--- src/logic/epoc_consts.svh ---
// constants for the energy pulse output controller
`ifndef EPOC_CONSTS_SVH
`define EPOC_CONSTS_SVH
`define EPOC_CLK_MHZ 100
`define EPOC_SLOW_WIDTH_MS 275
`define EPOC_CAL_WIDTH_MS 90
`define EPOC_SLOW_WIDTH_CYC (`EPOC_SLOW_WIDTH_MS * 1000 * `EPOC_CLK_MHZ)
`define EPOC_CAL_WIDTH_CYC (`EPOC_CAL_WIDTH_MS * 1000 * `EPOC_CLK_MHZ)
`define EPOC_ACC_W 48
`define EPOC_CAL_DIV_LO 4'h4
`define EPOC_CAL_DIV_HI 4'h5
`define EPOC_RATE_SH0 4'hC
`define EPOC_RATE_SH1 4'hB
`define EPOC_RATE_SH2 4'hA
`define EPOC_RATE_SH3 4'h9
`endif

--- src/logic/epoc_pkg.sv ---
// types for the energy pulse output controller
package epoc_pkg;
  typedef struct packed {
    logic cal_rate_select;
    logic rate_select_hi;
    logic rate_select_lo;
    logic gain_select_hi;
    logic gain_select_lo;
  } epoc_cfg_s;
  typedef struct packed {
    logic signed [31:0] power;
    logic valid;
  } epoc_sample_s;
  typedef enum logic [1:0] {EPOC_IDLE, EPOC_HIGH} epoc_pulse_e;
endpackage

--- src/logic/epoc_pulse_timer.sv ---
// fixed-width pulse stretcher used for each pulse output
`timescale 1ns/1ps
`default_nettype none
module epoc_pulse_timer #(
  parameter int unsigned WIDTH_CYC = 1
) (
  // clock and reset
  input wire logic clk,
  input wire logic rst_n,
  // trigger and output
  input wire logic fire,
  output logic active
);
  import epoc_pkg::*;
  logic [31:0] cnt_reg;
  logic [31:0] cnt_next;
  epoc_pulse_e st_reg;
  epoc_pulse_e st_next;
  always_comb begin
    st_next = st_reg;
    cnt_next = cnt_reg;
    unique case (st_reg)
      EPOC_IDLE: begin
        if (fire) begin
          st_next = EPOC_HIGH;
          cnt_next = 32'(WIDTH_CYC - 1);
        end
      end
      EPOC_HIGH: begin
        if (cnt_reg == 32'h0) begin
          st_next = EPOC_IDLE;
        end else begin
          cnt_next = cnt_reg - 32'h1;
        end
      end
      default: st_next = EPOC_IDLE;
    endcase
  end
  always_ff @(posedge clk) begin
    if (!rst_n) begin
      st_reg <= EPOC_IDLE;
      cnt_reg <= 32'h0;
    end else begin
      st_reg <= st_next;
      cnt_reg <= cnt_next;
    end
  end
  assign active = (st_reg == EPOC_HIGH);
endmodule
`default_nettype wire

--- src/logic/epoc_top.sv ---
// energy pulse output controller: gain, rate select, accumulation and pulse outputs
`timescale 1ns/1ps
`default_nettype none
`include "epoc_consts.svh"
module epoc_top (
  // clock and reset
  input wire logic clk,
  input wire logic rst_n,
  // strapped configuration
  input wire epoc_pkg::epoc_cfg_s cfg,
  // product samples from the multiplier front end (voltage times raw current)
  input wire epoc_pkg::epoc_sample_s sample,
  // pulse outputs
  output logic cal_pulse_out,
  output logic slow_pulse_out_a,
  output logic slow_pulse_out_b,
  output logic reverse_power_flag
);
  import epoc_pkg::*;

  ////////////////////////////////////////////////////////////////////////////
  function automatic logic [3:0] rate_shift(input logic hi, input logic lo);
    unique case ({hi, lo})
      2'b00: rate_shift = `EPOC_RATE_SH0;
      2'b01: rate_shift = `EPOC_RATE_SH1;
      2'b10: rate_shift = `EPOC_RATE_SH2;
      default: rate_shift = `EPOC_RATE_SH3;
    endcase
  endfunction

  function automatic logic [2:0] gain_shift(input logic hi, input logic lo);
    unique case ({hi, lo})
      2'b00: gain_shift = 3'h0;
      2'b01: gain_shift = 3'h1;
      2'b10: gain_shift = 3'h3;
      default: gain_shift = 3'h4;
    endcase
  endfunction

  ////////////////////////////////////////////////////////////////////////////
  // gain stage and magnitude
  logic signed [`EPOC_ACC_W-1:0] scaled;
  logic [`EPOC_ACC_W-1:0] mag;
  logic [4:0] slow_sh;
  logic [4:0] cal_sh;
  always_comb begin
    // gain of 1, 2, 8 or 16 as a left shift
    scaled = `EPOC_ACC_W'(sample.power) <<< gain_shift(cfg.gain_select_hi, cfg.gain_select_lo);
    mag = scaled[`EPOC_ACC_W-1] ? `EPOC_ACC_W'(-scaled) : `EPOC_ACC_W'(scaled);
    slow_sh = {1'b0, rate_shift(cfg.rate_select_hi, cfg.rate_select_lo)} + 5'h10;
    // calibration threshold is 1/16 or 1/32 of the slow one, chosen by cal_rate_select
    cal_sh = slow_sh - (cfg.cal_rate_select ? 5'(`EPOC_CAL_DIV_HI) : 5'(`EPOC_CAL_DIV_LO));
  end

  ////////////////////////////////////////////////////////////////////////////
  // accumulators: long one for the slow outputs, short one for calibration
  logic [`EPOC_ACC_W-1:0] slow_acc_reg;
  logic [`EPOC_ACC_W-1:0] slow_acc_next;
  logic [`EPOC_ACC_W-1:0] cal_acc_reg;
  logic [`EPOC_ACC_W-1:0] cal_acc_next;
  logic neg_reg;
  logic neg_next;
  logic slow_fire;
  logic cal_fire;
  logic [`EPOC_ACC_W-1:0] slow_thr;
  logic [`EPOC_ACC_W-1:0] cal_thr;
  always_comb begin
    slow_thr = `EPOC_ACC_W'(1) << slow_sh;
    cal_thr = `EPOC_ACC_W'(1) << cal_sh;
    slow_acc_next = slow_acc_reg;
    cal_acc_next = cal_acc_reg;
    neg_next = neg_reg;
    slow_fire = 1'b0;
    cal_fire = 1'b0;
    if (sample.valid) begin
      // accumulate magnitude; direction is tracked separately
      slow_acc_next = slow_acc_reg + mag;
      cal_acc_next = cal_acc_reg + mag;
      neg_next = scaled[`EPOC_ACC_W-1];
    end
    // half threshold: each crossing toggles a and b alternately
    if (slow_acc_next >= (slow_thr >> 1)) begin
      slow_acc_next = slow_acc_next - (slow_thr >> 1);
      slow_fire = 1'b1;
    end
    if (cal_acc_next >= cal_thr) begin
      cal_acc_next = cal_acc_next - cal_thr;
      cal_fire = 1'b1;
    end
  end

  ////////////////////////////////////////////////////////////////////////////
  // phase select and output registers
  logic phase_reg;
  logic phase_next;
  logic rev_reg;
  logic rev_next;
  logic fire_a;
  logic fire_b;
  logic act_a;
  logic act_b;
  logic act_c;
  always_comb begin
    phase_next = slow_fire ? ~phase_reg : phase_reg;
    fire_a = slow_fire && !phase_reg;
    fire_b = slow_fire && phase_reg;
    // flag follows sign only at a calibration pulse and holds it until the next one
    // a crossing dropped while the cal timer runs issues no pulse, so it must not move the flag
    rev_next = (cal_fire && !act_c) ? neg_next : rev_reg;
  end

  epoc_pulse_timer #(.WIDTH_CYC(`EPOC_SLOW_WIDTH_CYC)) u_pulse_a (
    .clk(clk), .rst_n(rst_n), .fire(fire_a), .active(act_a)
  );
  epoc_pulse_timer #(.WIDTH_CYC(`EPOC_SLOW_WIDTH_CYC)) u_pulse_b (
    .clk(clk), .rst_n(rst_n), .fire(fire_b), .active(act_b)
  );
  epoc_pulse_timer #(.WIDTH_CYC(`EPOC_CAL_WIDTH_CYC)) u_pulse_c (
    .clk(clk), .rst_n(rst_n), .fire(cal_fire), .active(act_c)
  );

  // reset returns everything to idle, with the slow outputs high, so no pulse can start while held
  always_ff @(posedge clk) begin
    if (!rst_n) begin
      slow_acc_reg <= '0;
      cal_acc_reg <= '0;
      neg_reg <= 1'b0;
      phase_reg <= 1'b0;
      rev_reg <= 1'b0;
      cal_pulse_out <= 1'b0;
      slow_pulse_out_a <= 1'b1;
      slow_pulse_out_b <= 1'b1;
      reverse_power_flag <= 1'b0;
    end else begin
      slow_acc_reg <= slow_acc_next;
      cal_acc_reg <= cal_acc_next;
      neg_reg <= neg_next;
      phase_reg <= phase_next;
      rev_reg <= rev_next;
      // outputs lag the timers by one edge; flag kept in step with cal pulse
      cal_pulse_out <= act_c;
      slow_pulse_out_a <= ~act_a;
      slow_pulse_out_b <= ~act_b;
      reverse_power_flag <= rev_reg;
    end
  end
endmodule
`default_nettype wire

--- config.mk ---
export PLATFORM = sky130hd
export DESIGN_NAME = epoc_top
export DESIGN_NICKNAME = d
export VERILOG_FILES = /design/src/logic/epoc_pkg.sv /design/src/logic/epoc_pulse_timer.sv /design/src/logic/epoc_top.sv
export VERILOG_INCLUDE_DIRS = /design/src /design/src/logic
export SDC_FILE = /design/constraint.sdc
export NUM_CORES = 1
export LEC_CHECK = 0
export ABC_CLOCK_PERIOD_IN_PS = 10150
export BUFFER_PORTS_ARGS = -buffer_cell sky130_fd_sc_hd__buf_2
export CORE_MARGIN = 4
export CORE_UTILIZATION = 55
export CTS_CLUSTER_SIZE = 8
export DETAILED_ROUTE_END_ITERATION = 16
export PLACE_DENSITY = 0.8
export SLEW_MARGIN = 5
export SYNTH_ARGS = -nofsm -noshare
export SYNTH_HDL_FRONTEND = slang
export SYNTH_SLANG_ARGS = --single-unit
--- constraint.sdc ---
create_clock -name clk -period 10.15 [get_ports clk]
set_input_delay 1.015 -clock clk [delete_from_list [all_inputs] [get_ports clk]]
set_output_delay 1.015 -clock clk [all_outputs]
set_load 0.05 [all_outputs]
==> flow_metrics.env <==
export IMPL_status="finished clean"
export IMPL_yosysTopAreaCellShare_pct=21.94
export IMPL_vias=18067
export IMPL_grt_overflow_total=0
export IMPL_syn_to_final_growth_pct=7.611
export IMPL_synth_cell_types=94
export IMPL_cts_sinks=202
export IMPL_row_count=66
export IMPL_coreArea_um2=32780
export IMPL_drv_cap=0
export IMPL_max_freq_mhz=107.7
export IMPL_synth_seq_cells=202
export IMPL_yosysTopAreaCell="dfxtp_1"
export IMPL_finalMaxSlewViolations=0
export IMPL_die_height_um=191.1
export IMPL_rsz0062_at_grt="false"
export IMPL_peakVddDrop_v=0.0001727
export IMPL_place_inst=2821
export IMPL_drt_total_wl_mm=51.71
export IMPL_cts_resized=0
export IMPL_dieArea_um2=36500
export IMPL_fin_util_pct=60.49
export IMPL_tightestPinTransition_ns=0.9420
export IMPL_worst_setup_path_end_kind="flop"
export IMPL_leakagePower_nw=7.967
export IMPL_period_needed_ns=9.283
export IMPL_htreeDepth=1
export IMPL_post_cts_buffers=0
export IMPL_start_util_pct=56.21
export IMPL_hpwl_mm=39.46
export IMPL_wire_per_inst_um=18.09
export IMPL_ys_seq_area_share_pct=21.94
export IMPL_critPathMaxStageDelay_ns=0.62
export IMPL_syn_avg_cell_area_um2=7.625
export IMPL_drive_gt1_share_pct=7.533
export IMPL_skew_ns=0.04156
export IMPL_drt_iter0_drc=1604
export IMPL_hold_class="reg2reg"
export IMPL_synth_top_flop_cell="dfxtp_1"
export IMPL_clk_path_buf_depth=3
export IMPL_track_usage_pct=27.59
export IMPL_cts_root_buf="clkbuf_16"
export IMPL_worstSetupStartpoint="cfg[0]"
export IMPL_viasPerCell=6.322
export IMPL_grt_pass1_vias=17350
export IMPL_synthTopCellsByArea="dfxtp_1 (22%), ha_1 (9.2%), xnor2_1 (6.3%)"
export IMPL_finalHoldViolCount=0
export IMPL_grt_max_degree=79
export IMPL_synth_edf_count=0
export IMPL_slew_headroom_pct=36.97
export IMPL_io_buffer_count=43
export IMPL_crit_path_frequent_cell="o21a_1"
export IMPL_cts_buffers=30
export IMPL_antenna_left=0
export IMPL_clk_pin_slew_ns=0.05
export IMPL_gp_routability_congestion=1.013
export IMPL_die_w_um=191.1
export IMPL_worstPathArrival_ns=9.75
export IMPL_synth_area_um2=18430
export IMPL_r2r_start="cal_acc_reg[0]"
export IMPL_period_share_pct=91.46
export IMPL_critPathKind="in2reg"
export IMPL_powerDensity_nw_per_um2=268.0
export IMPL_num_nets_final=2588
export IMPL_pin_count=44
export IMPL_finalSetupTns_ns=0
export IMPL_final_cells=2858
export IMPL_path_max_fanout=37
export IMPL_antennaDiodeCount=0
export IMPL_crit_path_top_delay_cell="mux4_2"
export IMPL_syn_inst=2417
export IMPL_antenna_found_initial=0
export IMPL_hold_start="u_pulse_a.st_reg[0]"
export IMPL_setup_viol=0
export IMPL_clk_latency_ns=0.59
export IMPL_ys_warn_count=0
export IMPL_required_ns=10.62
export IMPL_dr_pass1_iters=6
export IMPL_start_kind="input pin"
export IMPL_tritoncts="built"
export IMPL_n_fill_cell=2902
export IMPL_grt_pass1_wl_mm=85.10
export IMPL_ctsHoldBuffers=0
export IMPL_async_flop_share_pct=0
export IMPL_drc=0
-- Yosys cell counts (47+ instances only) --
master and instances:
ha_1 135, dfxtp_1 202, inv_1 52, a21oi_1 208, nor3_1 74, nand2_1 235, clkbuf_1 85, o21ai_0 144
xor2_1 89, xnor2_1 133, nand3_1 47, nor2_1 293, mux2i_1 87
-- final cells by class --
| cell class | count | area, um2 | area share [%] |
|---|---|---|---|
| multi-input combinational | 2053 | 13760 | 69.38 |
| sequential | 202 | 4044 | 20.39 |
| clock buffer | 33 | 772.0 | 3.893 |
| tap | 442 | 553.0 | 2.789 |
| timing repair buffer | 69 | 425.4 | 2.145 |
| inverter | 55 | 209.0 | 1.054 |
| clock inverter | 4 | 70.07 | 0.3533 |
-- logic make-up after synthesis --
group	synth area share [%]
buffers and inverters	3.788
adder cells (fa/ha/maj)	9.383
flip-flops	21.94
other	0.04075
XOR/XNOR	10.55
AND/OR/NAND/NOR	23.97
AO/OA/AOI/OAI	21.57
multiplexers	8.758
-- where the power goes --
group	switching, mW	leakage [nW]	internal [mW]
clock	0.363	0.413	0.554
combinational	1.99	5.89	1.33
sequential	0.113	1.66	0.959
total	2.47	7.97	2.85
-- placed cells by master, fill, tap and decap left out, drive strengths merged, types with 17 or more instances in the layout --
master / instances
nor2: 294
nand2: 236
a21oi: 208
dfxtp: 202
o21ai: 145
ha: 135
xnor2: 133
xor2: 89
mux2i: 87
nor3: 76
buf: 69
inv: 53
nand3: 47
o21a: 41
nand4: 38
nor4: 36
a21o: 34
clkbuf: 33
mux2: 30
or3: 29
nand2b: 24
nor2b: 23
a31oi: 22
a211oi: 21
and3: 20
and2: 20
o21bai: 19
mux4: 18
o211ai: 18
o31ai: 18
conb: 17
-- worst paths after layout --
path                          endpoint  slack, ns  depth (start not counted)
hold / removal        slow_pulse_out_a       0.46                          1
setup reg to reg  u_pulse_c.cnt_reg[5]       3.22                         24
hold reg to reg       slow_pulse_out_a       0.46                          1
setup / recovery  u_pulse_c.cnt_reg[5]       0.87                         33
-- per-stage QoR --
stage / instance area, um2 / setup slack (ns) / hold WS [ns] / total power, mW
after floorplan: 18490 / 0.8762 / 0.3800 / 3.605
after global placement: 18980 / 0.5045 / 0.4445 / 4.200
after detailed placement: 18980 / 0.2024 / 0.4491 / 4.291
after CTS: 19820 / 0.7674 / 0.4589 / 5.235
after global routing: 19830 / 0.2268 / 0.4773 / 5.699
final: 19830 / 0.8668 / 0.4581 / 5.314
-- per-layer routing --
metal  wire (um)  global-route usage [%]  vias up  share of wire, %
li1            -                       -     8751                 -
met2       23920                   46.36      731                46
met5           0                       0        -                 0
met3        3669                   3.251      134               7.1
met1       22370                   36.96     8451                43
met4        1746                   9.199        0               3.4
-- worst max-delay path: cells and delay by family --
kind	cells	cell delay, ns
compound gates	14	3.70
xor+xnor	2	0.40
fa+ha+maj	3	1.24
buf+inv	4	0.55
mux	2	0.92
simple gates	8	1.86
Power figures use the tool's default switching activity.
